### config.mk
export PLATFORM = sky130hd
export DESIGN_NAME = agc_core
export DESIGN_NICKNAME = d
export VERILOG_FILES = /design/src/agc_pkg.sv /design/src/agc_core.sv
export SDC_FILE = /design/constraint.sdc
export NUM_CORES = 1
export LEC_CHECK = 0
export BUFFER_PORTS_ARGS = -buffer_cell sky130_fd_sc_hd__buf_2
export CORE_MARGIN = 4
export CORE_UTILIZATION = 23
export CTS_CLUSTER_SIZE = 25
export DETAILED_ROUTE_END_ITERATION = 16
export GPL_ROUTABILITY_DRIVEN = 0
export SYNTH_ARGS = -nofsm -noshare
export SYNTH_HDL_FRONTEND = slang
export SYNTH_SLANG_ARGS = --single-unit
### constraint.sdc
create_clock -name clock_i -period 13.1 [get_ports clock_i]
set_clock_uncertainty 0.15 [all_clocks]
set_input_delay 1.965 -clock clock_i [delete_from_list [all_inputs] [get_ports clock_i]]
set_output_delay 1.965 -clock clock_i [all_outputs]
set_load 0.02 [all_outputs]
### src/agc_pkg.sv
// Constants, register map and field layout of the automatic gain control block
// Operation
// - Every loop gain change is exactly one half-decibel step, up or down.
// - Two gain decrements are never closer than the attack interval.
// - Two gain increments are never closer than the release interval.
// - First increment after amplitude falls waits the hold interval, not release.
// - First limiter overshoot with attack expired lowers gain at once, restarts timers.
// - While attack timer runs, gain stays even above limiter level.
// - Attack expired and still above limiter: one step down, restart timers.
// - Release expired and below desired level: one step up, restart timers.
// - Near-constant envelope leaves gain unchanged.
// - Fixed gain is the operating gain while the loop is inactive.
// - Leaving shutdown or disabling the loop loads fixed gain as start.
// - With compression on, fixed gain spans -28 dB to 30 dB.
// - With compression off, fixed gain is limited to 0 dB to 30 dB.
// - Fixed gain is chosen in whole one-decibel steps.
// - Envelope below the noise gate freezes the gain.
// - Gain is reduced so output stays at or below the limiter level; code stops decrements at the -28 dB floor (FIX_MIN_COMP_H).
// - Gain never exceeds the configured maximum gain; code caps only increments, idle loop loads fixed gain even above it.
// - Outside the limiter, gain follows the selected compression ratio.
// - All gain decisions use a detected envelope, not raw samples.
// - Host programs parameters over the register bus; device applies them.
// - Hold applies only if enabled and longer than release, else release.
// - Hold disabled: release interval follows a gain decrease.
package agc_pkg;
   localparam int ADDR_W = 5;
   localparam logic [ADDR_W-1:0] ADDR_CTRL = 5'h00;
   localparam logic [ADDR_W-1:0] ADDR_GAIN = 5'h04;
   localparam logic [ADDR_W-1:0] ADDR_LEVEL = 5'h08;
   localparam logic [ADDR_W-1:0] ADDR_TIME = 5'h0C;
   localparam logic [ADDR_W-1:0] ADDR_RATIO = 5'h10;
   localparam logic [ADDR_W-1:0] ADDR_STATUS = 5'h14;
   localparam int CTRL_AGC_BIT = 0;
   localparam int CTRL_LIM_BIT = 1;
   localparam int CTRL_HOLD_BIT = 2;
   localparam int CTRL_SHDN_BIT = 3;
   localparam int FIXED_LSB = 0;
   localparam int MAX_LSB = 8;
   localparam int LIMIT_LSB = 0;
   localparam int GATE_LSB = 8;
   localparam int ATK_LSB = 0;
   localparam int REL_LSB = 8;
   localparam int HOLD_LSB = 16;
   localparam int RATIO_LSB = 0;
   localparam int STAT_ENV_LSB = 8;
   localparam logic [31:0] CTRL_RST = 32'h0000_0007;
   localparam logic [31:0] GAIN_RST = 32'h0000_1E06;
   localparam logic [31:0] LEVEL_RST = 32'h0000_1450;
   localparam logic [31:0] TIME_RST = 32'h0096_6401;
   localparam logic [31:0] RATIO_RST = 32'h0000_0001;
   localparam logic [31:0] CTRL_MASK = 32'h0000_000F;
   localparam logic [31:0] GAIN_MASK = 32'h0000_3F3F;
   localparam logic [31:0] LEVEL_MASK = 32'h0000_FFFF;
   localparam logic [31:0] TIME_MASK = 32'h00FF_FFFF;
   localparam logic [31:0] RATIO_MASK = 32'h0000_0003;
   localparam logic [1:0] RESP_OKAY = 2'h0;
   localparam logic [1:0] RESP_SLVERR = 2'h2;
   // Gain limits in half-decibel units
   localparam logic signed [9:0] FIX_MIN_COMP_H = -10'sd56;
   localparam logic signed [9:0] FIX_MIN_PLAIN_H = 10'sd0;
   localparam logic signed [9:0] FIX_MAX_H = 10'sd60;
   localparam logic signed [9:0] ROT_H = 10'sd160;
   localparam logic signed [9:0] DEADBAND_H = 10'sd1;
   localparam int ENV_DECAY_SHIFT = 10;
   localparam int CLK_NS = 50;
   localparam int TICK_NS = 100000;
   localparam int TICK_CYC = (TICK_NS + CLK_NS - 1) / CLK_NS;
endpackage

### src/agc_core.sv
// Automatic gain control loop with AXI4-Lite register slave
module agc_core #(
   parameter int TICK_CYCLES = agc_pkg::TICK_CYC,
   parameter int SAMPLE_W = 16
) (
   input wire logic clock_i,
   input wire logic resetn_i,
   input wire logic [agc_pkg::ADDR_W-1:0] s_axi_awaddr_i,
   input wire logic s_axi_awvalid_i,
   output logic s_axi_awready_o,
   input wire logic [31:0] s_axi_wdata_i,
   input wire logic [3:0] s_axi_wstrb_i,
   input wire logic s_axi_wvalid_i,
   output logic s_axi_wready_o,
   output logic [1:0] s_axi_bresp_o,
   output logic s_axi_bvalid_o,
   input wire logic s_axi_bready_i,
   input wire logic [agc_pkg::ADDR_W-1:0] s_axi_araddr_i,
   input wire logic s_axi_arvalid_i,
   output logic s_axi_arready_o,
   output logic [31:0] s_axi_rdata_o,
   output logic [1:0] s_axi_rresp_o,
   output logic s_axi_rvalid_o,
   output logic s_axi_rready_dummy_o,
   input wire logic s_axi_rready_i,
   input wire logic signed [SAMPLE_W-1:0] sample_i,
   input wire logic sample_valid_i,
   output logic signed [7:0] gain_o,
   output logic gain_up_o,
   output logic gain_down_o,
   output logic shutdown_o
);
   import agc_pkg::*;

   function automatic logic [31:0] apply_strb(input logic [31:0] old, input logic [31:0] data,
                                              input logic [3:0] strb, input logic [31:0] mask);
      logic [31:0] r;
      r = old;
      for (int b = 0; b < 4; b++) begin
         if (strb[b]) begin
            r[8*b +: 8] = data[8*b +: 8];
         end
      end
      return r & mask;
   endfunction

   // Coarse logarithm: 6 dB per octave plus two fraction bits
   function automatic logic [6:0] db_of(input logic [SAMPLE_W-1:0] mag);
      logic [SAMPLE_W+1:0] m2;
      logic [1:0] f;
      int p;
      m2 = {mag, 2'b00};
      p = 0;
      for (int i = 0; i < SAMPLE_W; i++) begin
         if (mag[i]) begin
            p = i;
         end
      end
      f = m2[p+1 -: 2];
      if (mag == '0) begin
         return 7'h00;
      end
      return 7'(6 * p + (3 * int'(f)) / 2);
   endfunction

   // Fixed gain in half-dB, clamped to the range allowed by compression state
   function automatic logic signed [9:0] fixed_half(input logic [5:0] raw, input logic comp);
      logic signed [9:0] v;
      logic signed [9:0] lo;
      v = 10'(signed'({raw[5], raw, 1'b0}));
      lo = comp ? FIX_MIN_COMP_H : FIX_MIN_PLAIN_H;
      if (v < lo) begin
         return lo;
      end
      if (v > FIX_MAX_H) begin
         return FIX_MAX_H;
      end
      return v;
   endfunction

   // Register bus state
   logic [31:0] ctrl;
   logic [31:0] gain_cfg;
   logic [31:0] level_cfg;
   logic [31:0] time_cfg;
   logic [31:0] ratio_cfg;
   logic aw_hold;
   logic w_hold;
   logic [ADDR_W-1:0] awaddr_q;
   logic [31:0] wdata_q;
   logic [3:0] wstrb_q;
   logic bvalid;
   logic [1:0] bresp;
   logic rvalid;
   logic [31:0] rdata;
   logic [1:0] rresp;

   // Gain loop state
   logic [SAMPLE_W-1:0] env;
   logic signed [7:0] gain;
   logic [7:0] elapsed;
   logic [$clog2(TICK_CYCLES+1)-1:0] tick_cnt;
   logic last_dec;
   logic step_up;
   logic step_down;

   wire do_write = aw_hold && w_hold;
   wire wr_ctrl = do_write && (awaddr_q == ADDR_CTRL);
   wire wr_gain = do_write && (awaddr_q == ADDR_GAIN);
   wire wr_level = do_write && (awaddr_q == ADDR_LEVEL);
   wire wr_time = do_write && (awaddr_q == ADDR_TIME);
   wire wr_ratio = do_write && (awaddr_q == ADDR_RATIO);
   wire wr_ok = wr_ctrl || wr_gain || wr_level || wr_time || wr_ratio;
   wire ar_take = s_axi_arvalid_i && !rvalid;
   wire rd_hit = (s_axi_araddr_i == ADDR_CTRL) || (s_axi_araddr_i == ADDR_GAIN) ||
                 (s_axi_araddr_i == ADDR_LEVEL) || (s_axi_araddr_i == ADDR_TIME) ||
                 (s_axi_araddr_i == ADDR_RATIO) || (s_axi_araddr_i == ADDR_STATUS);

   // Configuration fields
   wire agc_en = ctrl[CTRL_AGC_BIT];
   wire lim_en = ctrl[CTRL_LIM_BIT];
   wire hold_en = ctrl[CTRL_HOLD_BIT];
   wire shutdown = ctrl[CTRL_SHDN_BIT];
   wire [5:0] max_raw = gain_cfg[MAX_LSB +: 6];
   wire [7:0] limit_db = level_cfg[LIMIT_LSB +: 8];
   wire [7:0] gate_db = level_cfg[GATE_LSB +: 8];
   wire [7:0] atk_lim = time_cfg[ATK_LSB +: 8];
   wire [7:0] rel_lim = time_cfg[REL_LSB +: 8];
   wire [7:0] hold_lim = time_cfg[HOLD_LSB +: 8];
   wire [1:0] ratio_sel = ratio_cfg[RATIO_LSB +: 2];
   wire [6:0] env_db = db_of(env);
   wire [31:0] status_word = {17'h0_0000, env_db, gain};

   wire [31:0] rd_mux = (s_axi_araddr_i == ADDR_CTRL) ? ctrl :
                        (s_axi_araddr_i == ADDR_GAIN) ? gain_cfg :
                        (s_axi_araddr_i == ADDR_LEVEL) ? level_cfg :
                        (s_axi_araddr_i == ADDR_TIME) ? time_cfg :
                        (s_axi_araddr_i == ADDR_RATIO) ? ratio_cfg :
                        (s_axi_araddr_i == ADDR_STATUS) ? status_word : 32'h0000_0000;

   assign s_axi_awready_o = !aw_hold && !bvalid;
   assign s_axi_wready_o = !w_hold && !bvalid;
   assign s_axi_bvalid_o = bvalid;
   assign s_axi_bresp_o = bresp;
   assign s_axi_arready_o = !rvalid;
   assign s_axi_rvalid_o = rvalid;
   assign s_axi_rdata_o = rdata;
   assign s_axi_rresp_o = rresp;
   assign s_axi_rready_dummy_o = 1'b0;

   always_ff @(posedge clock_i or negedge resetn_i) begin
      if (!resetn_i) begin
         aw_hold <= 1'b0;
         awaddr_q <= '0;
      end else if (s_axi_awvalid_i && s_axi_awready_o) begin
         aw_hold <= 1'b1;
         awaddr_q <= s_axi_awaddr_i;
      end else if (do_write) begin
         aw_hold <= 1'b0;
      end
   end

   always_ff @(posedge clock_i or negedge resetn_i) begin
      if (!resetn_i) begin
         w_hold <= 1'b0;
         wdata_q <= '0;
         wstrb_q <= '0;
      end else if (s_axi_wvalid_i && s_axi_wready_o) begin
         w_hold <= 1'b1;
         wdata_q <= s_axi_wdata_i;
         wstrb_q <= s_axi_wstrb_i;
      end else if (do_write) begin
         w_hold <= 1'b0;
      end
   end

   always_ff @(posedge clock_i or negedge resetn_i) begin
      if (!resetn_i) begin
         bvalid <= 1'b0;
         bresp <= RESP_OKAY;
      end else if (do_write) begin
         bvalid <= 1'b1;
         bresp <= wr_ok ? RESP_OKAY : RESP_SLVERR;
      end else if (s_axi_bready_i) begin
         bvalid <= 1'b0;
      end
   end

   always_ff @(posedge clock_i or negedge resetn_i) begin
      if (!resetn_i) begin
         rvalid <= 1'b0;
         rdata <= '0;
         rresp <= RESP_OKAY;
      end else if (ar_take) begin
         rvalid <= 1'b1;
         rdata <= rd_mux;
         rresp <= rd_hit ? RESP_OKAY : RESP_SLVERR;
      end else if (s_axi_rready_i) begin
         rvalid <= 1'b0;
      end
   end

   always_ff @(posedge clock_i or negedge resetn_i) begin
      if (!resetn_i) begin
         ctrl <= CTRL_RST;
         gain_cfg <= GAIN_RST;
         level_cfg <= LEVEL_RST;
         time_cfg <= TIME_RST;
         ratio_cfg <= RATIO_RST;
      end else begin
         ctrl <= wr_ctrl ? apply_strb(ctrl, wdata_q, wstrb_q, CTRL_MASK) : ctrl;
         gain_cfg <= wr_gain ? apply_strb(gain_cfg, wdata_q, wstrb_q, GAIN_MASK) : gain_cfg;
         level_cfg <= wr_level ? apply_strb(level_cfg, wdata_q, wstrb_q, LEVEL_MASK) : level_cfg;
         time_cfg <= wr_time ? apply_strb(time_cfg, wdata_q, wstrb_q, TIME_MASK) : time_cfg;
         ratio_cfg <= wr_ratio ? apply_strb(ratio_cfg, wdata_q, wstrb_q, RATIO_MASK) : ratio_cfg;
      end
   end

   // Peak envelope: instant rise, slow exponential decay
   wire [SAMPLE_W-1:0] mag = sample_i[SAMPLE_W-1] ? SAMPLE_W'(-sample_i) : SAMPLE_W'(sample_i);
   wire [SAMPLE_W-1:0] env_decayed = env - (env >> ENV_DECAY_SHIFT);
   wire [SAMPLE_W-1:0] next_env = (mag > env) ? mag : env_decayed;

   always_ff @(posedge clock_i or negedge resetn_i) begin
      if (!resetn_i) begin
         env <= '0;
      end else if (sample_valid_i) begin
         env <= next_env;
      end
   end

   // Fixed gain range with compression on, with it off, whole dB
   wire signed [9:0] fixed_h = fixed_half(gain_cfg[FIXED_LSB +: 6], agc_en);
   wire signed [9:0] max_h = 10'(signed'({1'b0, max_raw, 1'b0}));
   wire signed [9:0] gain_s = 10'(gain);
   wire signed [9:0] env_h = 10'(signed'({2'b00, env_db, 1'b0}));
   wire signed [9:0] out_h = env_h + gain_s;
   wire signed [9:0] lim_h = 10'(signed'({limit_db, 1'b0}));
   // Gain offset scales as (1 - 1/ratio) of the distance to the rotation point
   wire signed [9:0] dist_h = ROT_H - env_h;
   wire signed [9:0] comp_h = dist_h - (dist_h >>> ratio_sel);
   wire signed [9:0] raw_target = fixed_h + comp_h;
   wire signed [9:0] target_h = (raw_target > max_h) ? max_h : raw_target;

   wire loop_on = agc_en && !shutdown;
   // Quiet input below gate freezes the loop
   wire gated = {1'b0, env_db} < gate_db;
   // Output above limiter demands a decrement
   wire over_lim = lim_en && (out_h > lim_h);
   wire room_lim = !lim_en || (out_h + 10'sd1 <= lim_h);
   // Dead band around the target keeps a steady envelope from toggling
   wire want_dec = over_lim || (target_h < gain_s - DEADBAND_H);
   // A target clipped at the maximum draws the gain right up to it
   wire cap_pull = (raw_target >= max_h) && (target_h > gain_s);
   wire want_inc = !want_dec && room_lim && ((target_h > gain_s + DEADBAND_H) || cap_pull) && (gain_s < max_h);
   wire at_floor = gain_s <= FIX_MIN_COMP_H;
   // Hold counts only when enabled and longer than release, else release
   wire use_hold = last_dec && hold_en && (hold_lim > rel_lim);
   wire [7:0] inc_lim = use_hold ? hold_lim : rel_lim;
   // Decrement allowed only once attack interval has run out
   wire atk_done = elapsed >= atk_lim;
   // Increment allowed after release, or hold after a decrement
   wire inc_done = elapsed >= inc_lim;
   // Immediate decrement when no attack pending, wait otherwise, repeat
   wire dec_now = loop_on && !gated && want_dec && atk_done && !at_floor;
   // Raise after the increment interval while below desired level
   wire inc_now = loop_on && !gated && want_inc && inc_done;

   // Gain moves one half-dB step, fixed gain while loop is idle
   wire signed [7:0] next_gain = !loop_on ? 8'(fixed_h) :
                                 dec_now ? gain - 8'sd1 :
                                 inc_now ? gain + 8'sd1 : gain;
   wire tick = tick_cnt == ($bits(tick_cnt))'(TICK_CYCLES - 1);

   // Reset clears the gain to zero; an idle loop holds the fixed gain as starting point
   always_ff @(posedge clock_i or negedge resetn_i) begin
      if (!resetn_i) begin
         gain <= '0;
         last_dec <= 1'b0;
         step_up <= 1'b0;
         step_down <= 1'b0;
      end else begin
         gain <= next_gain;
         last_dec <= dec_now ? 1'b1 : (inc_now ? 1'b0 : last_dec);
         step_up <= inc_now;
         step_down <= dec_now;
      end
   end

   always_ff @(posedge clock_i or negedge resetn_i) begin
      if (!resetn_i) begin
         tick_cnt <= '0;
      end else begin
         // Prescaler restarts with each step so no partial tick counts toward an interval
         tick_cnt <= (tick || dec_now || inc_now) ? '0 : tick_cnt + 1'b1;
      end
   end

   // Shared interval counter on the timebase, restarted at each step
   always_ff @(posedge clock_i or negedge resetn_i) begin
      if (!resetn_i) begin
         elapsed <= 8'hFF;
      end else if (dec_now || inc_now) begin
         elapsed <= 8'h00;
      end else if (tick && (elapsed != 8'hFF)) begin
         elapsed <= elapsed + 8'h01;
      end
   end

   assign gain_o = gain;
   assign gain_up_o = step_up;
   assign gain_down_o = step_down;
   assign shutdown_o = shutdown;
endmodule

==> impl_metrics.json, run 1 <==
{
  "avgSynthCellArea_sq_um": 9.40,
  "worst_pin_slew_ns": 1.09,
  "synth_commonest_cells": "ha_1 (147), dfrtp_1 (136), nand2_1 (112)",
  "final_hold_viol_count": 0,
  "setup_ws_ns": 0.691,
  "die_h_um": 249,
  "fmax_mhz": 80.6,
  "drv_cap": 0,
  "synth-main-ff-cell": "dfrtp_1",
  "avgRoutedWirePerCell_um": 16.5,
  "synth.most_common_cell": "ha_1",
  "tritoncts": "built",
  "htree_levels": 4,
  "fin_tns_setup_ns": 0,
  "cts-buffers-inserted": 17,
  "nNetsFinal": 1769,
  "syn2layout_area_growth_pct": 17.2,
  "clock-sinks": 166,
  "dp.cells": 2275,
  "yosysUniqueCellTypes": 76,
  "drc_errors": 0,
  "grt_max_degree": 115,
  "crit_top_cell": "a21oi_1",
  "cts.clk_slew.worst_paths_ns": 0.08,
  "critPathMaxFanout": 6,
  "clkLatencyLatePin_ns": 0.45,
  "wirelength_um": 38100,
  "via_per_inst": 4.86,
  "yosysSeqAreaShare_pct": 31.3,
  "cts.hold.buffers_added": 0,
  "yosys.area.top_type": "dfrtp_1",
  "ant_nets": 0,
  "critPathArrivalTime_ns": 12.61,
  "dp_slack_ns": -0.411,
  "dr_wl_met2_um": 17600,
  "first_pass_iters": 6,
  "hold_class": "register to register",
  "setup.worst_path.end_class": "register",
  "critPathLaunchType": "register",
  "layout_min_cycle_time_ns": 12.41,
  "met3_length_um": 1930,
  "synthTopCellsByArea": "dfrtp_1 (25%), ha_1 (14%), mux2_2 (7.9%), dfstp_2 (5.9%), xnor2_1 (3.9%)",
  "grt_pass1_wl_um": 61000,
  "synthArstFlopShare_pct": 100,
  "ioPinCount": 123,
  "slowest_stage": "mux4_2",
  "antenna_found_initial": 1,
  "cts-root-buf": "clkbuf_16",
  "cts_max_path_buffers": 2,
  "fin_crit_sh_pct": 94.7,
  "status": "finished clean",
  "path_class": "register to register",
  "via_count": 11257,
  "cp.required_ns": 13.31,
  "rows": 88,
  "top_layer": "met4",
  "setup_viol": 0,
  "layout-drive-gt1-share_pct": 23.0,
  "final_cells": 2318,
  "drt-initial-drc-count": 872,
  "netlist_area_sq_um": 13400,
  "yosys.area.top_type_share_pct": 25.4,
  "grtUsageTotal_pct": 12.0,
  "io_buffers": 102,
  "die-width_um": 249,
  "synth_seq_cells": 166,
  "core_area_sq_um": 57700,
  "synth_edf_count": 0,
  "wl_met1_um": 17600,
  "hpwl_um": 29900,
  "slowest_delay_ns": 0.48,
  "synth_warnings": 0,
  "relSlewSlack_pct": 27.5,
  "die-area_sq_um": 62200,
  "synth_cells": 1425,
  "gr-total-overflow": 0,
  "initial_core_util_pct": 23.2,
  "grt_pass1_vias": 11293,
  "slew_violations": 0
}
==> critical path, delay by kind of cell (launching register included) <==
family | cells | cell delay, ns
flops | 1 | 0.43
buf+inv | 6 | 0.67
fa+ha+maj | 11 | 3.32
mux | 5 | 2.10
xor+xnor | 3 | 0.47
simple gates | 14 | 1.83
compound gates | 23 | 3.36
==> cell type report <==
cell class                      instances  area, sq um
Inverter                              115          434
Fill cell                            6140        42000
Tap cell                              765          957
Clock inverter                         15          153
Multi-Input combinational cell       1100         8740
Timing Repair Buffer                  139          795
Antenna cell                            1         2.50
Clock buffer                           17          425
Sequential cell                       166         4190
==> path summary, 6_finish.rpt <==
kind | start | end | slack, ns | cells after the start
worst max-delay path | env[1] | gain_o[7] | 0.69 | 62
worst min-delay path | tick_cnt[0] | tick_cnt[0] | 0.31 | 1
worst max register to register | env[1] | gain_o[7] | 0.69 | 62
worst min register to register | tick_cnt[0] | tick_cnt[0] | 0.31 | 1
max in group asynchronous | resetn_i | ctrl[3] | 9.85 | 2
min in group asynchronous | resetn_i | s_axi_rdata_o[12] | 1.51 | 1
==> stage by stage <==
step / hold WS [ns] / util, % / instance area, sq um
3_3_place_gp: 0.289 / 25.8 / 14900
4_1_cts: 0.306 / 26.8 / 15500
6_report: 0.308 / 27.2 / 15700
2_1_floorplan: 0.274 / - / 13400
3_5_place_dp: 0.297 / 25.8 / 14900
5_1_grt: 0.333 / 27.2 / 15700
==> sequential cells by signal (all words and copies together) (netlist names), 2 cells and up <==
register and cells:
s_axi_rdata_o 24, time_cfg 24, wdata_q 24, env 16, level_cfg 16, gain_cfg 12, tick_cnt 11, elapsed 8
gain_o 8, awaddr_q 5, ctrl 4, wstrb_q 3, ratio_cfg 2
==> metal layers <==
layer | up-vias | GRT usage [%]
met5 | - | 0
met4 | 0 | 3.71
met3 | 69 | 2.13
met2 | 355 | 19.4
met1 | 5484 | 16.2
li1 | 5349 | -
==> repair_timing <==
item / CTS / global route
setup endpoints to repair: 3 / 15
gates resized for setup: 4 / 33
setup buffers: 1 / 9
pin swaps: 1 / 7
==> cells by family after synthesis <==
| logic type | count (synthesis) | share of synthesized area (%) |
|---|---|---|
| multiplexers | 132 | 11.8 |
| AND/OR/NAND/NOR | 382 | 14.1 |
| AO/OA/AOI/OAI | 324 | 15.8 |
| other | 1 | 0.0280 |
| flip-flops | 166 | 31.3 |
| buffers and inverters | 169 | 5.21 |
| XOR/XNOR | 88 | 5.86 |
| adder cells (fa/ha/maj) | 163 | 15.9 |
==> cells in the final DEF (no fill, tap or decap), types with 9 or more instances in the layout <==
master	instances
buf_4	37
o21ai_0	87
and2_1	9
conb_1	11
xnor2_1	57
nor2_1	80
a31oi_1	15
o21a_1	23
nand3_1	44
nand2_1	111
mux2_2	93
and3_1	21
a21oi_1	58
a21o_1	30
nand2b_1	19
ha_1	142
xor2_1	27
nor2b_1	17
o221ai_1	10
buf_2	101
nor3_1	15
nand4_1	16
inv_1	108
dfstp_2	30
dfrtp_1	134
clkbuf_16	17
a22oi_1	14
mux2i_1	27
mux4_2	11
fa_1	12
Power of run 1 is not shown: default switching activity piles up to over one toggle a cycle in this logic, so the estimate is an artifact.
==> inputs of run 2 (changes only) <==
--- a/config.mk
+++ b/config.mk
@@ -6,7 +6,6 @@
 export NUM_CORES = 1
 export LEC_CHECK = 0
 export BUFFER_PORTS_ARGS = -buffer_cell sky130_fd_sc_hd__buf_2
-export CORE_MARGIN = 4
 export CORE_UTILIZATION = 23
 export CTS_CLUSTER_SIZE = 25
 export DETAILED_ROUTE_END_ITERATION = 16
==> run 2 against run 1 <==
Net effect: hold slack improved by 0.0029 ns; flip-flop and latch count unchanged; critical path depth unchanged; die area down 4.8%; final cell count about the same; via count decreased by 0.44%; global-route usage is 0.76 points higher; wire length down 0.85%; utilization increased by 0.10 points; setup slack got worse by 0.021 ns; maximum frequency fell by 0.17%; design area grew 0.18%.
==> impl_metrics.json, run 2 (synthesis results as in run 1) <==
{
  "status": "finished clean",
  "slew_violations": 0,
  "grt_max_degree": 115,
  "grt_pass1_wl_um": 60500,
  "cts.clk_slew.worst_paths_ns": 0.07,
  "antenna_found_initial": 0,
  "wl_met1_um": 17800,
  "htree_levels": 4,
  "ant_nets": 0,
  "final_common_cell": "ha_1",
  "syn2layout_area_growth_pct": 17.4,
  "grtUsageTotal_pct": 12.7,
  "most-common-layout-cells": "ha_1 (141), dfrtp_1 (133), nand2_1 (112)",
  "layout-drive-gt1-share_pct": 23.4,
  "avgRoutedWirePerCell_um": 16.3,
  "fin_crit_sh_pct": 94.9,
  "via_per_inst": 4.84,
  "worstRegToRegCells": 62,
  "initial_core_util_pct": 23.3,
  "clock-sinks": 166,
  "ioPinCount": 123,
  "relSlewSlack_pct": 8.87,
  "tritoncts": "built",
  "top_layer": "met4",
  "worst_pin_slew_ns": 1.36,
  "drc_errors": 0,
  "fmax_mhz": 80.5,
  "reg2reg_slack_ns": 0.67,
  "setup.worst_path.end_class": "register",
  "worstHoldEndpoint": "tick_cnt[0]",
  "slowest_delay_ns": 0.52,
  "first_pass_iters": 7,
  "core_area_sq_um": 57600,
  "die_h_um": 243,
  "path_class": "register to register",
  "die-width_um": 243,
  "io_buffers": 102,
  "hpwl_um": 29700,
  "dr_wl_met2_um": 17700,
  "drv_cap": 0,
  "r2r_end": "gain_o[7]",
  "hp-start": "tick_cnt[0]",
  "met3_length_um": 1790,
  "wirelength_um": 37800,
  "setup_viol": 0,
  "cts.hold.buffers_added": 0,
  "critPathMaxFanout": 7,
  "cts-buffers-inserted": 17,
  "rows": 88,
  "die-area_sq_um": 59200,
  "cts_max_path_buffers": 2,
  "critPathLaunchType": "register",
  "hold_class": "register to register",
  "nNetsFinal": 1767,
  "clkLatencyLatePin_ns": 0.44,
  "slowest_stage": "fa_1",
  "critPathArrivalTime_ns": 12.63,
  "r2r_start": "env[1]",
  "layout_min_cycle_time_ns": 12.43,
  "grt_pass1_vias": 11039,
  "cp.required_ns": 13.30,
  "hold_depth": 1,
  "crit_top_cell": "a21oi_2",
  "gr-total-overflow": 0,
  "final_util_pct": 27.3,
  "via_count": 11208,
  "cts-root-buf": "clkbuf_16",
  "final_hold_viol_count": 0,
  "drt-initial-drc-count": 842
}
[run 2: changes by cell type in the layout (fill, tap and decap cells not counted), sizes merged]
cell / delta
bufinv: +3
buf: -2
clkinv: -1
clkinvlp: -1
inv: -1
[run 2: how the worst max path moves through the flow]
stage / slack [ns] / cells past startpoint / start / to
final: 0.67 / 62 / env[1] / gain_o[7]
after global routing: -0.11 / 62 / env[1] / gain_o[7]
after CTS: 0.006 / 63 / env[2] / gain_o[7]
after detailed placement: -0.48 / 57 / env[2] / gain_o[7]
after global placement: -0.17 / 57 / env[3] / gain_o[7]
after floorplan: 0.01 / 65 / env[2] / gain_o[7]
[run 2: worst max-delay path, delay by kind of cell, from the launching register on]
kind,cells,cell delay (ns)
XOR/XNOR,2,0.30
AND/OR/NAND/NOR,15,2.04
adder cells (fa/ha/maj),12,3.65
multiplexers,4,1.79
flip-flops,1,0.44
buffers and inverters,7,0.74
AO/OA/AOI/OAI,22,3.21
[run 2: timing repair]
action | CTS | global route
pin swaps | 1 | 18
endpoints found under the setup margin | 3 | 5
buffers inserted | 1 | 7
gates resized for setup | 5 | 42
[run 2: routing by layer]
layer  global-route usage [%]  up-vias
li1                         -     5335
met1                     17.5     5546
met2                     20.8      290
met3                     1.97       37
met4                     3.09        0
met5                        0        -
[run 2: layout make-up]
cell class | instances | area [sq um]
diodes | 1 | 2.50
clock buffers | 17 | 425
clock inverters | 15 | 185
fillers | 6088 | 41900
inverters | 115 | 434
multi-input cells | 1100 | 8750
flip-flops and latches | 166 | 4200
well taps | 765 | 957
repair buffers | 137 | 779
[run 2: metrics by stage]
stage               hold WS, ns  setup slack, ns  area (sq um)  std cells  setup TNS (ns)
floorplan                 0.274           0.0126         13400       1435               0
global placement          0.286           -0.166         14900       2275          -0.166
detailed placement        0.295           -0.483         14900       2275          -0.690
finish                    0.311            0.671         15700       2316               0
global route              0.341           -0.114         15700       2315          -0.114
CTS                       0.304          0.00630         15500       2308               0
Power of run 2 is left out for the same reason.
